`config.mk`:
```
export PLATFORM = sky130hd
export DESIGN_NAME = egress_sched
export DESIGN_NICKNAME = d
export VERILOG_FILES = /design/src/rtl/egress_sched_pkg.sv /design/src/rtl/egress_sched.sv /design/src/rtl/sched_credit.sv
export VERILOG_INCLUDE_DIRS = /design/src /design/src/rtl
export SDC_FILE = /design/constraint.sdc
export NUM_CORES = 1
export LEC_CHECK = 0
export BUFFER_PORTS_ARGS = -buffer_cell sky130_fd_sc_hd__buf_2
export CAP_MARGIN = 20
export CORE_ASPECT_RATIO = 0.9
export CORE_MARGIN = 1.5
export CORE_UTILIZATION = 30
export CTS_CLUSTER_SIZE = 16
export DETAILED_ROUTE_END_ITERATION = 8
export PLACE_DENSITY = 0.57
export SYNTH_ARGS = -nofsm -noshare
export SYNTH_HDL_FRONTEND = slang
export SYNTH_SLANG_ARGS = --single-unit
export TNS_END_PERCENT = 30
```
`constraint.sdc`:
```
create_clock -name core_clk_i -period 3.2 [get_ports core_clk_i]
set_input_delay 0.32 -clock core_clk_i [delete_from_list [all_inputs] [get_ports core_clk_i]]
set_output_delay 0.32 -clock core_clk_i [all_outputs]
set_load 0.02 [all_outputs]
```
`src/rtl/egress_sched_regs.svh`:
```
// Register offsets, reset values and field positions of the port 1 egress scheduler.
// Assumes inclusion by bare name from design files of the same block.
`ifndef EGRESS_SCHED_REGS_SVH
`define EGRESS_SCHED_REGS_SVH

// Register offsets (byte addresses on the management register port)
`define ADDR_PAUSE_THR_MODE2 8'hAC
`define ADDR_PAUSE_THR_MODE3 8'hAD
`define ADDR_PAUSE_THR_MODE4 8'hAE
`define ADDR_P1_QUEUE3_WEIGHT 8'hAF
`define ADDR_P1_QUEUE2_WEIGHT 8'hB0
`define ADDR_P1_QUEUE1_WEIGHT 8'hB1
`define ADDR_P1_QUEUE0_WEIGHT 8'hB2

// Read-only threshold values, low fields, upper bits read zero
`define RST_PAUSE_THR_MODE2 8'h10
`define RST_PAUSE_THR_MODE3 8'h08
`define RST_PAUSE_THR_MODE4 8'h05

// Read-only weight fields, bits 6..0
`define WEIGHT_QUEUE3 7'h08
`define WEIGHT_QUEUE2 7'h04
`define WEIGHT_QUEUE1 7'h02
`define WEIGHT_QUEUE0 7'h01

// Schedule select bit position and reset value of all four selects
`define SCHED_SEL_BIT 7
`define RST_SCHED_SEL 4'hF

// Queues in use when the port runs two or all four transmit queues
`define TWO_QUEUE_MASK 4'h3
`define ALL_QUEUE_MASK 4'hF

`endif

```
`src/rtl/egress_sched_pkg.sv`:
```
// Types shared by the port 1 egress scheduler files.
// Assumes nothing beyond a SystemVerilog compiler.
package egress_sched_pkg;

  // Service discipline currently in force
  typedef enum logic [1:0] {
    MODE_STRICT = 2'b00,
    MODE_WRR4 = 2'b01,
    MODE_WRR2 = 2'b10
  } sched_mode_e;

  typedef logic [7:0] reg_byte_t;
  typedef logic [6:0] weight_t;

endpackage

```
`src/rtl/egress_sched.sv`:
```
// Port 1 egress queue scheduler with its weight and threshold registers.
// Assumes register port, queue status and slot strobe come from core_clk_i logic.
`timescale 1ns/10ps
`include "egress_sched_regs.svh"

module egress_sched (
  input wire logic core_clk_i,
  input wire logic sys_rst_i,
  input wire logic [7:0] reg_addr_i,
  input wire logic reg_wr_i,
  input wire logic [7:0] reg_wdata_i,
  input wire logic reg_rd_i,
  output logic [7:0] reg_rdata_o,
  output logic reg_rdata_valid_o,
  input wire logic global_prio_sel_i,
  input wire logic two_queue_mode_i,
  input wire logic [3:0] queue_ready_i,
  input wire logic tx_slot_i,
  output logic [3:0] grant_o,
  output logic grant_valid_o,
  output logic [1:0] sched_mode_o
);

  localparam egress_sched_pkg::weight_t WEIGHT_TBL [0:3] = '{
    `WEIGHT_QUEUE0, `WEIGHT_QUEUE1, `WEIGHT_QUEUE2, `WEIGHT_QUEUE3
  };

  ////////////////////////////////////////////////////////////////////////////////
  // Register file

  logic [3:0] sel_ff;
  logic [3:0] nxt_sel;
  egress_sched_pkg::reg_byte_t rdata_ff;
  egress_sched_pkg::reg_byte_t nxt_rdata;
  logic rvalid_ff;
  logic nxt_rvalid;

  // Only the select bit is writable; the weight fields are fixed
  always_comb begin
    nxt_sel = sel_ff;
    if (reg_wr_i) begin
      case (reg_addr_i)
        `ADDR_P1_QUEUE3_WEIGHT: nxt_sel[3] = reg_wdata_i[`SCHED_SEL_BIT];
        `ADDR_P1_QUEUE2_WEIGHT: nxt_sel[2] = reg_wdata_i[`SCHED_SEL_BIT];
        `ADDR_P1_QUEUE1_WEIGHT: nxt_sel[1] = reg_wdata_i[`SCHED_SEL_BIT];
        `ADDR_P1_QUEUE0_WEIGHT: nxt_sel[0] = reg_wdata_i[`SCHED_SEL_BIT];
        default: nxt_sel = sel_ff;
      endcase
    end
    // Read data one cycle after the strobe; unmapped offsets read zero
    nxt_rvalid = reg_rd_i;
    nxt_rdata = rdata_ff;
    if (reg_rd_i) begin
      case (reg_addr_i)
        `ADDR_PAUSE_THR_MODE2: nxt_rdata = `RST_PAUSE_THR_MODE2;
        `ADDR_PAUSE_THR_MODE3: nxt_rdata = `RST_PAUSE_THR_MODE3;
        `ADDR_PAUSE_THR_MODE4: nxt_rdata = `RST_PAUSE_THR_MODE4;
        `ADDR_P1_QUEUE3_WEIGHT: nxt_rdata = {sel_ff[3], `WEIGHT_QUEUE3};
        `ADDR_P1_QUEUE2_WEIGHT: nxt_rdata = {sel_ff[2], `WEIGHT_QUEUE2};
        `ADDR_P1_QUEUE1_WEIGHT: nxt_rdata = {sel_ff[1], `WEIGHT_QUEUE1};
        `ADDR_P1_QUEUE0_WEIGHT: nxt_rdata = {sel_ff[0], `WEIGHT_QUEUE0};
        default: nxt_rdata = 8'h00;
      endcase
    end
  end

  // Selects come up set so the port starts in weighted service
  always_ff @(posedge core_clk_i or posedge sys_rst_i) begin
    if (sys_rst_i) begin
      sel_ff <= `RST_SCHED_SEL;
      rdata_ff <= 8'h00;
      rvalid_ff <= 1'b0;
    end else begin
      sel_ff <= nxt_sel;
      rdata_ff <= nxt_rdata;
      rvalid_ff <= nxt_rvalid;
    end
  end

  ////////////////////////////////////////////////////////////////////////////////
  // Mode selection

  egress_sched_pkg::sched_mode_e mode_ff;
  egress_sched_pkg::sched_mode_e nxt_mode;

  // Any set select or the global bit keeps weighted service; strict needs all clear
  always_comb begin
    if ((sel_ff == 4'h0) && !global_prio_sel_i) begin
      nxt_mode = egress_sched_pkg::MODE_STRICT;
    end else if (two_queue_mode_i) begin
      nxt_mode = egress_sched_pkg::MODE_WRR2;
    end else begin
      nxt_mode = egress_sched_pkg::MODE_WRR4;
    end
  end

  always_ff @(posedge core_clk_i or posedge sys_rst_i) begin
    if (sys_rst_i) begin
      mode_ff <= egress_sched_pkg::MODE_WRR4;
    end else begin
      mode_ff <= nxt_mode;
    end
  end

  ////////////////////////////////////////////////////////////////////////////////
  // Grant selection

  logic [3:0] used;
  logic weighted;
  logic [3:0] pend;
  logic [3:0] credit_ok;
  logic has_ok;
  logic [3:0] cand;
  logic reload;
  logic [3:0] take;
  logic [3:0] grant_ff;
  logic [3:0] nxt_grant;
  logic gvalid_ff;
  logic nxt_gvalid;

  // Highest numbered queue has the highest priority
  function automatic logic [3:0] pick_top(input logic [3:0] req);
    logic [3:0] one;
    one = 4'h0;
    if (req[3]) one = 4'h8;
    else if (req[2]) one = 4'h4;
    else if (req[1]) one = 4'h2;
    else if (req[0]) one = 4'h1;
    return one;
  endfunction

  // Discipline per mode; in two-queue use only queues 1 and 0 carry traffic
  always_comb begin
    used = two_queue_mode_i ? `TWO_QUEUE_MASK : `ALL_QUEUE_MASK;
    case (mode_ff)
      egress_sched_pkg::MODE_STRICT: weighted = 1'b0;
      egress_sched_pkg::MODE_WRR4: weighted = 1'b1;
      egress_sched_pkg::MODE_WRR2: weighted = 1'b1;
      default: weighted = 1'b1;
    endcase
    // In weighted modes queues with credit go first; when no pending queue has credit a new round starts
    pend = queue_ready_i & used;
    has_ok = |(pend & credit_ok);
    cand = (weighted && has_ok) ? (pend & credit_ok) : pend;
    reload = tx_slot_i && weighted && (pend != 4'h0) && !has_ok;
    nxt_gvalid = tx_slot_i && (pend != 4'h0);
    nxt_grant = nxt_gvalid ? pick_top(cand) : 4'h0;
    take = weighted ? nxt_grant : 4'h0;
  end

  always_ff @(posedge core_clk_i or posedge sys_rst_i) begin
    if (sys_rst_i) begin
      grant_ff <= 4'h0;
      gvalid_ff <= 1'b0;
    end else begin
      grant_ff <= nxt_grant;
      gvalid_ff <= nxt_gvalid;
    end
  end

  // One credit counter per queue, each loaded with its own weight
  genvar q;
  generate
    for (q = 0; q < 4; q++) begin : g_credit
      sched_credit #(
        .WEIGHT(WEIGHT_TBL[q])
      ) u_credit (
        .core_clk_i(core_clk_i),
        .sys_rst_i(sys_rst_i),
        .load_i(reload),
        .take_i(take[q]),
        .credit_ok_o(credit_ok[q])
      );
    end
  endgenerate

  assign reg_rdata_o = rdata_ff;
  assign reg_rdata_valid_o = rvalid_ff;
  assign grant_o = grant_ff;
  assign grant_valid_o = gvalid_ff;
  assign sched_mode_o = mode_ff;
endmodule

```
`src/rtl/sched_credit.sv`:
```
// One queue's service credit counter for weighted egress service.
// Assumes load and take arrive from logic on the same clock.
`timescale 1ns/10ps

module sched_credit #(
  parameter egress_sched_pkg::weight_t WEIGHT = 7'h01
) (
  input wire logic core_clk_i,
  input wire logic sys_rst_i,
  input wire logic load_i,
  input wire logic take_i,
  output logic credit_ok_o
);

  logic [6:0] cnt_ff;
  logic [6:0] nxt_cnt;

  // Reload wins over a plain take; a take in the reload cycle uses one credit
  always_comb begin
    nxt_cnt = cnt_ff;
    if (load_i) begin
      nxt_cnt = take_i ? WEIGHT - 7'h01 : WEIGHT;
    end else if (take_i && (cnt_ff != 7'h00)) begin
      nxt_cnt = cnt_ff - 7'h01;
    end
  end

  // Starts full so the first round after reset has its share
  always_ff @(posedge core_clk_i or posedge sys_rst_i) begin
    if (sys_rst_i) begin
      cnt_ff <= WEIGHT;
    end else begin
      cnt_ff <= nxt_cnt;
    end
  end

  assign credit_ok_o = (cnt_ff != 7'h00);

endmodule

```
==> results of run 1 <==
state kept, by name (all words and copies together), names as in the netlist:
register                  count
sel_ff                        4
sched_mode_o                  2
g_credit.u_credit.cnt_ff     28
reg_rdata_valid_o             1
grant_valid_o                 1
reg_rdata_o                   6
grant_o                       4
cells by family (layout without fill, tap and decap cells):
| group | after synthesis | in the layout | synth area share [%] |
|---|---|---|---|
| other | 1 | 2 | 0.146 |
| AND/OR/NAND/NOR | 113 | 113 | 23.8 |
| buffers and inverters | 29 | 68 | 5.15 |
| flip-flops | 46 | 46 | 45.1 |
| XOR/XNOR | 7 | 7 | 2.38 |
| AO/OA/AOI/OAI | 57 | 57 | 17.3 |
| multiplexers | 10 | 10 | 4.08 |
| adder cells (fa/ha/maj) | 4 | 4 | 1.94 |
power groups by stage:
stage	Sequential, uW	Clock (uW)	Combinational, uW
2_1_floorplan	870	0	536
3_3_place_gp	886	0	659
3_5_place_dp	889	0	678
4_1_cts	879	448	681
5_1_grt	903	470	776
6_report	879	434	681
per-stage QoR:
stage	hold WS (ns)	cell area (um2)	util (%)
3_5_place_dp	0.491	2870	35.0
6_report	-0.00189	2990	36.6
5_1_grt	0.0281	2990	36.6
3_3_place_gp	0.482	2870	35.0
2_1_floorplan	0.351	2580	-
4_1_cts	0.205	2970	36.3
placed cells by master (no fill, tap or decap), types with 3 or more instances in the layout:
cell type,count
dfrtp_1,37
clkbuf_8,5
dfstp_2,9
buf_2,33
nor4_1,3
and3_1,3
nand4_1,4
o21ai_0,9
mux2_2,4
nor3_1,10
a211o_1,4
nand2_1,27
inv_1,21
nor2b_1,3
nor2_1,28
a31oi_1,5
a21oi_1,8
and2_1,3
buf_4,4
nand3_1,11
xnor2_1,6
ha_1,4
mux2i_1,6
synth_stat cells, drive strengths merged, types with 4 or more instances:
cell type	n	area, um2
dfrtp	37	926
nor2	29	116
nand2	27	101
inv	22	82.6
nand3	11	55.1
nor3	10	50.1
o21ai	10	50.0
a21oi	9	48.8
dfstp	9	236
a211o	6	55.1
mux2i	6	60.1
xnor2	6	52.6
a31oi	5	31.3
buf	5	42.5
and2	4	26.3
ha	4	50.1
mux2	4	45.0
nand4	4	25.0
nor4	4	40.0
worst reg2reg max path: cells and delay by family, from the launching register on:
kind | cells | cell delay (ns)
DFF | 1 | 0.38
buffers and inverters | 2 | 0.28
and+or+nand+nor | 4 | 0.89
adders and majority gates | 1 | 0.18
AOI/OAI and AO/OA | 2 | 0.76
path summary, 6_finish.rpt:
path | slack [ns] | from | cells past startpoint | end
min in group core_clk_i | 0.21 | two_queue_mode_i | 2 | sched_mode_o[0]
max in group asynchronous | 2.64 | sys_rst_i | 3 | sel_ff[3]
worst max-delay path | 0.61 | g_credit[0].u_credit.cnt_ff[1] | 9 | g_credit[0].u_credit.cnt_ff[3]
worst min-delay path | -0.002 | sys_rst_i | 2 | grant_o[3]
worst max register to register | 0.61 | g_credit[0].u_credit.cnt_ff[1] | 9 | g_credit[0].u_credit.cnt_ff[3]
worst min register to register | 0.51 | g_credit[1].u_credit.cnt_ff[6] | 2 | g_credit[1].u_credit.cnt_ff[6]
layer usage:
metal | global-route usage (%) | up-vias | part of all wire (%)
met5 | 0 | - | 0
li1 | - | 1031 | -
met4 | 4.58 | 0 | 1.6
met1 | 18.7 | 977 | 51
met3 | 3.25 | 9 | 3.7
met2 | 19.5 | 25 | 44
final cells by class:
type | count | share of cell area (%)
multi-input cells | 193 | 42.9
repair buffers | 38 | 7.19
inverters | 22 | 2.76
well taps | 115 | 4.81
flip-flops and latches | 46 | 38.8
clock buffers | 7 | 2.55
clock inverters | 1 | 1.00
==> out/summary.md, run 1 <==
## Outcome
* outcome: finished with violations
* violations in the final reports: hold timing

## Finish
* combined area of the multi-input logic cells: 0.00128 mm2
* P&R area growth vs syn: 16.3%
* Sequential cell area: 0.00116 mm2
* number of inserted filler cells in the final layout: 845
* Final Instance Count excl. Fillers: 422
* diode insertion count for antenna repair: 0
* number of nets in the layout: 337
* share of layout cells above drive strength 1: 24.4%

## Critical path
* slowest stage cell on the critical path: a2111oi_2
* delay of the slowest cell on the worst path: 0.55 ns
* largest fanout on the critical path: 8
* worst path arrival time: 2.78 ns
* critical path launch point type: register
* Worst Setup End Kind: register
* Buf/Inv on CP: 2
* classification of the worst setup path: register to register
* critical-path cell list: inv_1 -> ha_1 -> nor3b_1 -> nand2_1 -> a2111oi_2 -> and2_1 -> buf_4 -> nor2_1 -> a31o_1
* data required time of the critical path: 3.40 ns
* category of cells accounting for the largest share of critical-path delay: simple AND/OR/NAND/NOR gates

## Clocking
* clock-pin slew on the worst setup and hold paths: 0.09 ns
* number of CTS-inserted buffers: 5
* maximum clock insertion buffer count: 2
* Clock H-tree levels: 2
* number of sinks handled by clock tree synthesis: 46
* hold buffer count at CTS: 0
* total setup buffers inserted after CTS: 0
* Root Buffer: clkbuf_8
* source-to-sink clock delay at the later pin of the worst-skew pair: 0.30 ns
* post-cts gate resize count: 0
* clock tree from TritonCTS: built

## Timing
* part of the cycle the worst path needs: 80.9%
* Fmax achieved: 0.386 GHz
* clock skew: 0.00432 ns
* minimum clock period: 2.59 ns
* slew at the pin with the worst max-slew slack: 0.648 ns
* Fin Setup TNS: 0 ns
* Post-Route Hold Slack: -0.00189 ns
* Final setup violation count: 0
* number of pins exceeding their max-slew limit in the final report: 0
* hold violation total from the final report: 11
* RSZ-0062 raised after global routing: no
* crit path setup slack, layout: 0.612 ns
* slew margin rel.: 56.2%

## Detailed routing
* routed wire length: 5640 um
* via density per instance: 4.84
* First DRT Iteration DRCs: 86
* DRC violations left: 0
* routed via count: 2042
* wire length per cell: 13.4 um
* Initial DRT Pass Iterations: 4
* post-detailed-route count of antenna-violating nets: 0

## Floorplanning
* Cell Rows: 31
* Die Outline Area: 0.00915 mm2
* starting utilization of the core area: 31.5%
* io pins: 43
* area of the core: 0.00818 mm2
* Die H: 90.9 um
* Die Width: 101 um

## Global routing
* aggregate global-route resource usage: 13.2%
* pin count of the biggest net entering global routing: 47
* first-pass GRT wire length: 9660 um
* via count of the first global-routing pass: 2016
* total congestion overflow: 0
* number of antenna violations at the first check in global routing: 0

## Synth
* asr flop ratio synth: 100%
* top flip-flop cell by instance count after synthesis: dfrtp_1
* area of the mapped netlist: 0.00257 mm2
* sequential cell area fraction in the yosys report: 45.1%
* mean cell area of the mapped netlist: 9.64 um2
* unique cell type count in the Yosys netlist: 65
* flip-flop and latch count after synthesis: 46
* yosys synthesis warning count: 0
* count of flip-flops with a built-in enable after synthesis: 0
* Mapped Cells: 267

## Worst hold path
* class of the tightest hold or removal check: input port to asynchronous set/reset pin

## Place
* post-place setup slack: 0.650 ns
* placed cell count: 413
* Detailed Place HPWL: 4130 um
* Final Wtd Congestion: 0.839
* number of buffers added on ports: 33

## Pwr
* Max IR drop VDD: 0.190 mV
* net switching fraction of the power: 36.1%
* Static Leakage: 0.00135 uW
* net switching power: 719 uW
* total design power: 1990 uW
* portion of total power attributed to the clock network: 21.8%
* Internal Dissipation: 1270 uW
* portion of total power attributed to combinational logic: 34.1%
* part of the power in registers: 44.1%
* power density over the cells: 666 mW/mm2

## Flow run
* maximum capacitance violations: 0

Note: power is estimated with default switching activity, not from simulation.
==> run 2: changes to the inputs <==
Clock period 3.2 ns to 2.7 ns, I/O delays scaled along.
==> run 2 against run 1 <==
  * Sequential cell count unchanged
  * Sequential power increased by 19%
  * Clock skew increased by 0.0036 ns
  * Die area unchanged
  * Critical endpoint unchanged
  * The flow now finishes without violations
  * Routed wire length decreased by 0.28%
  * Cell area increased by 1.3%
  * Total power increased by 19%
  * Non-clock buffer count increased by 4
  * Fmax increased by 6.5%
  * Hold slack improved by 0.16 ns
==> out/summary.md, run 2 (synthesis results as in run 1) <==
## Clocking
* Root Buffer: clkbuf_8
* number of CTS-inserted buffers: 5
* maximum clock insertion buffer count: 2
* number of sinks handled by clock tree synthesis: 46
* clock tree from TritonCTS: built
* source-to-sink clock delay at the later pin of the worst-skew pair: 0.30 ns
* total setup buffers inserted after CTS: 0
* clock-pin slew on the worst setup and hold paths: 0.08 ns
* Clock H-tree levels: 2

## Timing
* Post-Route Hold Slack: 0.163 ns
* slew at the pin with the worst max-slew slack: 0.655 ns
* hold violation total from the final report: 0
* Fin Setup TNS: 0 ns
* slew margin rel.: 56.0%
* part of the cycle the worst path needs: 90.0%
* Fmax achieved: 0.412 GHz
* number of pins exceeding their max-slew limit in the final report: 0
* clock skew: 0.00793 ns
* minimum clock period: 2.43 ns
* RSZ-0062 raised after global routing: no
* Final setup violation count: 0

## Detailed routing
* routed via count: 2095
* DRC violations left: 0
* via density per instance: 4.92
* First DRT Iteration DRCs: 90
* routed wire length: 5620 um
* wire length per cell: 13.2 um
* post-detailed-route count of antenna-violating nets: 0
* Initial DRT Pass Iterations: 4

## Global routing
* pin count of the biggest net entering global routing: 47
* total congestion overflow: 0
* first-pass GRT wire length: 9410 um
* number of antenna violations at the first check in global routing: 0
* aggregate global-route resource usage: 13.0%
* via count of the first global-routing pass: 1984

## Finish
* P&R area growth vs syn: 17.8%
* share of layout cells above drive strength 1: 26.0%
* diode insertion count for antenna repair: 0
* cell area after layout: 0.00303 mm2
* number of nets in the layout: 341
* max reg flops: 28
* Final Instance Count excl. Fillers: 426
* most common library cell in the layout ignoring fill and taps: dfrtp_1
* final core utilization: 37.1%
* register ranked first by flip-flop count: g_credit.u_credit.cnt_ff
* most frequent cells in the layout: dfrtp_1 (37), buf_2 (33), nor2_1 (28)

## Floorplanning
* Die Outline Area: 0.00915 mm2
* Die Width: 101 um
* io pins: 43
* area of the core: 0.00818 mm2
* Cell Rows: 31
* Die H: 90.9 um
* starting utilization of the core area: 31.5%

## Outcome
* outcome: completed

## Pwr
* Max IR drop VDD: 0.227 mV
* Static Leakage: 0.00138 uW
* power density over the cells: 780 mW/mm2

## Critical path
* delay of the slowest cell on the worst path: 0.47 ns
* data required time of the critical path: 2.90 ns
* largest fanout on the critical path: 6
* critical path launch point type: register
* category of cells accounting for the largest share of critical-path delay: compound AO/OA/AOI/OAI gates
* Buf/Inv on CP: 2
* Worst Setup End Kind: register
* worst path arrival time: 2.63 ns
* critical-path cell list: inv_1 -> ha_1 -> nor4b_4 -> a21oi_2 -> a2111oi_2 -> and2_1 -> buf_4 -> nor2_1 -> a31o_1
* slowest stage cell on the critical path: a2111oi_2
* classification of the worst setup path: register to register

## Place
* Detailed Place HPWL: 4170 um
* Final Wtd Congestion: 0.809
* DP Area: 0.00289 mm2
* placed cell count: 416
* number of buffers added on ports: 33

## Flow run
* maximum capacitance violations: 0

## Worst hold path
* class of the tightest hold or removal check: input port to register

## run 2: changes by cell type in the layout (fill, tap and decap cells not counted)
cell and change:
dlygate4sd3_1 +1, nor3b_2 +1, buf_4 +3, nor3b_1 -1, clkbuf_1 -2, clkinv_2 +2
## run 2: routing by layer
metal,vias to the layer above,track usage (%),routed length [um]
met1,1006,18.4,2840
met5,-,0,0
met4,0,4.93,61
met2,38,19.0,2470
li1,1044,-,-
met3,7,3.02,247
## run 2: area by class of cell
type                    count  area [um2]
multi-input cells         193        1290
clock inverters             3        40.0
well taps                 115         144
repair buffers             42         248
fillers                   833        5150
inverters                  22        82.6
clock buffers               5        68.8
flip-flops and latches     46        1160
## run 2: path summary, 6_finish.rpt
kind	startpoint	to	slack, ns	cells after the start
max	g_credit[1].u_credit.cnt_ff[0]	g_credit[0].u_credit.cnt_ff[3]	0.27	9
min	two_queue_mode_i	sched_mode_o[0]	0.16	2
max reg2reg	g_credit[1].u_credit.cnt_ff[0]	g_credit[0].u_credit.cnt_ff[3]	0.27	9
min reg2reg	g_credit[2].u_credit.cnt_ff[1]	g_credit[2].u_credit.cnt_ff[1]	0.49	1
max in group asynchronous	sys_rst_i	sched_mode_o[0]	1.63	4
min in group asynchronous	sys_rst_i	g_credit[3].u_credit.cnt_ff[5]	0.51	3
## run 2: what timing repair did
action,in CTS,in global routing
endpoints found under the hold margin,0,15
setup endpoints to repair,0,9
hold buffers,0,1
gates resized for setup,0,1
## run 2: per-stage QoR
stage | power, uW | setup slack (ns)
finish | 2370 | 0.270
global route | 2560 | 0.0811
CTS | 2380 | 0.182
detailed placement | 1860 | 0.220
global placement | 1830 | 0.258
floorplan | 1670 | 0.467
## run 2: power breakdown
part | internal (uW) | leakage, uW | switching, uW
combinational | 365 | 0.000735 | 447
clock | 273 | 0.0000579 | 233
sequential | 874 | 0.000584 | 175
==> run 3: changes to the inputs <==
Clock period 2.7 ns to 2.75 ns, I/O delays scaled along.
==> run 3 against run 2 <==
  * Sequential cell count is the same
  * Clock power shrank 16%
  * Sequential power is essentially flat
  * Via count is essentially flat
  * Setup slack lost 0.033 ns
  * Combinational power shrank 1%
  * Clock-buffer cell count is the same
  * Critical path type unchanged
==> out/summary.md, run 3 (synthesis results as in run 1) <==
## Floorplanning
* area of the core: 0.00818 mm2
* Die Width: 101 um
* io pins: 43
* Die H: 90.9 um
* starting utilization of the core area: 31.5%
* Cell Rows: 31
* Die Outline Area: 0.00915 mm2

## Global routing
* number of antenna violations at the first check in global routing: 0
* total congestion overflow: 0
* pin count of the biggest net entering global routing: 47
* aggregate global-route resource usage: 13.1%
* first-pass GRT wire length: 9680 um
* via count of the first global-routing pass: 2053

## Detailed routing
* highest metal layer with signal wires: met4
* Initial DRT Pass Iterations: 4
* DRC violations left: 0
* wire length on met2: 2590 um
* routed via count: 2094
* Met3 Wirelength: 199 um
* routed wire length: 5620 um
* First DRT Iteration DRCs: 114
* post-detailed-route count of antenna-violating nets: 0
* routed length on met1: 2790 um
* via density per instance: 4.92
* wire length per cell: 13.2 um

## Critical path
* data required time of the critical path: 2.93 ns
* critical path launch point type: register
* category of cells accounting for the largest share of critical-path delay: compound AO/OA/AOI/OAI gates
* delay of the slowest cell on the worst path: 0.45 ns
* largest fanout on the critical path: 5
* worst path arrival time: 2.69 ns
* critical-path cell list: inv_1 -> ha_1 -> nor3b_1 -> nand2_1 -> a211o_2 -> a31oi_1 -> a41oi_1 -> a32o_1
* slowest stage cell on the critical path: a211o_2
* Buf/Inv on CP: 1
* classification of the worst setup path: register to register
* Worst Setup End Kind: register

## Place
* post-place setup slack: 0.279 ns
* Final Wtd Congestion: 0.813
* placed cell count: 416
* number of buffers added on ports: 33
* Detailed Place HPWL: 4240 um

## Timing
* slew margin rel.: 58.6%
* minimum clock period: 2.51 ns
* number of pins exceeding their max-slew limit in the final report: 0
* RSZ-0062 raised after global routing: no
* crit path setup slack, layout: 0.237 ns
* slew at the pin with the worst max-slew slack: 0.616 ns
* part of the cycle the worst path needs: 91.4%
* Final setup violation count: 0
* Fin Setup TNS: 0 ns
* clock skew: 0.0152 ns
* hold violation total from the final report: 0
* Fmax achieved: 0.398 GHz

## Clocking
* Root Buffer: clkbuf_8
* maximum clock insertion buffer count: 2
* clock-pin slew on the worst setup and hold paths: 0.10 ns
* total setup buffers inserted after CTS: 0
* clock tree from TritonCTS: built
* source-to-sink clock delay at the later pin of the worst-skew pair: 0.30 ns
* Clock H-tree levels: 2
* number of CTS-inserted buffers: 5
* number of sinks handled by clock tree synthesis: 46

## Outcome
* outcome: completed

## Pwr
* Max IR drop VDD: 0.227 mV
* Static Leakage: 0.00136 uW
* power density over the cells: 745 mW/mm2

## Finish
* max reg flops: 28
* most common library cell in the layout ignoring fill and taps: dfrtp_1
* share of layout cells above drive strength 1: 25.7%
* number of nets in the layout: 341
* register ranked first by flip-flop count: g_credit.u_credit.cnt_ff
* Final Instance Count excl. Fillers: 426
* diode insertion count for antenna repair: 0
* most frequent cells in the layout: dfrtp_1 (37), buf_2 (33), nor2_1 (28)
* P&R area growth vs syn: 17.5%

## Worst hold path
* class of the tightest hold or removal check: input port to register

## Flow run
* maximum capacitance violations: 0

==> run 3: path summary, 6_finish.rpt <==
kind | start | endpoint | slack, ns | depth (start not counted)
worst max-delay path | g_credit[0].u_credit.cnt_ff[0] | g_credit[1].u_credit.cnt_ff[0] | 0.24 | 8
worst min-delay path | two_queue_mode_i | sched_mode_o[0] | 0.15 | 2
worst max register to register | g_credit[0].u_credit.cnt_ff[0] | g_credit[1].u_credit.cnt_ff[0] | 0.24 | 8
worst min register to register | g_credit[1].u_credit.cnt_ff[6] | g_credit[1].u_credit.cnt_ff[6] | 0.51 | 2
max in group asynchronous | sys_rst_i | g_credit[0].u_credit.cnt_ff[0] | 1.83 | 4
min in group asynchronous | sys_rst_i | grant_o[2] | 0.41 | 3
==> run 3: area by class of cell <==
class,instances,area (um2)
fillers,849,5160
multi-input cells,193,1300
flip-flops and latches,46,1160
repair buffers,42,248
well taps,115,144
inverters,22,82.6
clock buffers,5,68.8
clock inverters,3,23.8
==> run 3: through the flow <==
stage	utilization [%]	total power (uW)	cell area, um2	hold slack [ns]
2_1_floorplan	-	1640	2580	0.306
3_3_place_gp	35.3	1800	2890	0.470
3_5_place_dp	35.3	1830	2890	0.474
4_1_cts	36.4	2260	2980	0.138
5_1_grt	37.0	2440	3030	0.146
6_report	37.0	2250	3030	0.153
==> run 3: layer usage <==
| layer | vias up | global-route usage, % |
|---|---|---|
| met3 | 5 | 2.86 |
| met1 | 1024 | 18.7 |
| met4 | 0 | 3.99 |
| met2 | 29 | 19.8 |
| met5 | - | 0 |
| li1 | 1036 | - |
==> run 3: repair_timing <==
item / CTS / global route
endpoints found under the hold margin: 0 / 4
gates resized for setup: 0 / 1
endpoints found under the setup margin: 0 / 4
hold buffers: 0 / 1
==> run 3: power by group <==
group,total [uW],switching [uW],leakage [uW],internal [uW]
Combinational,803,444,0.000733,359
Sequential,1020,166,0.000584,859
Clock,426,244,0.0000408,182
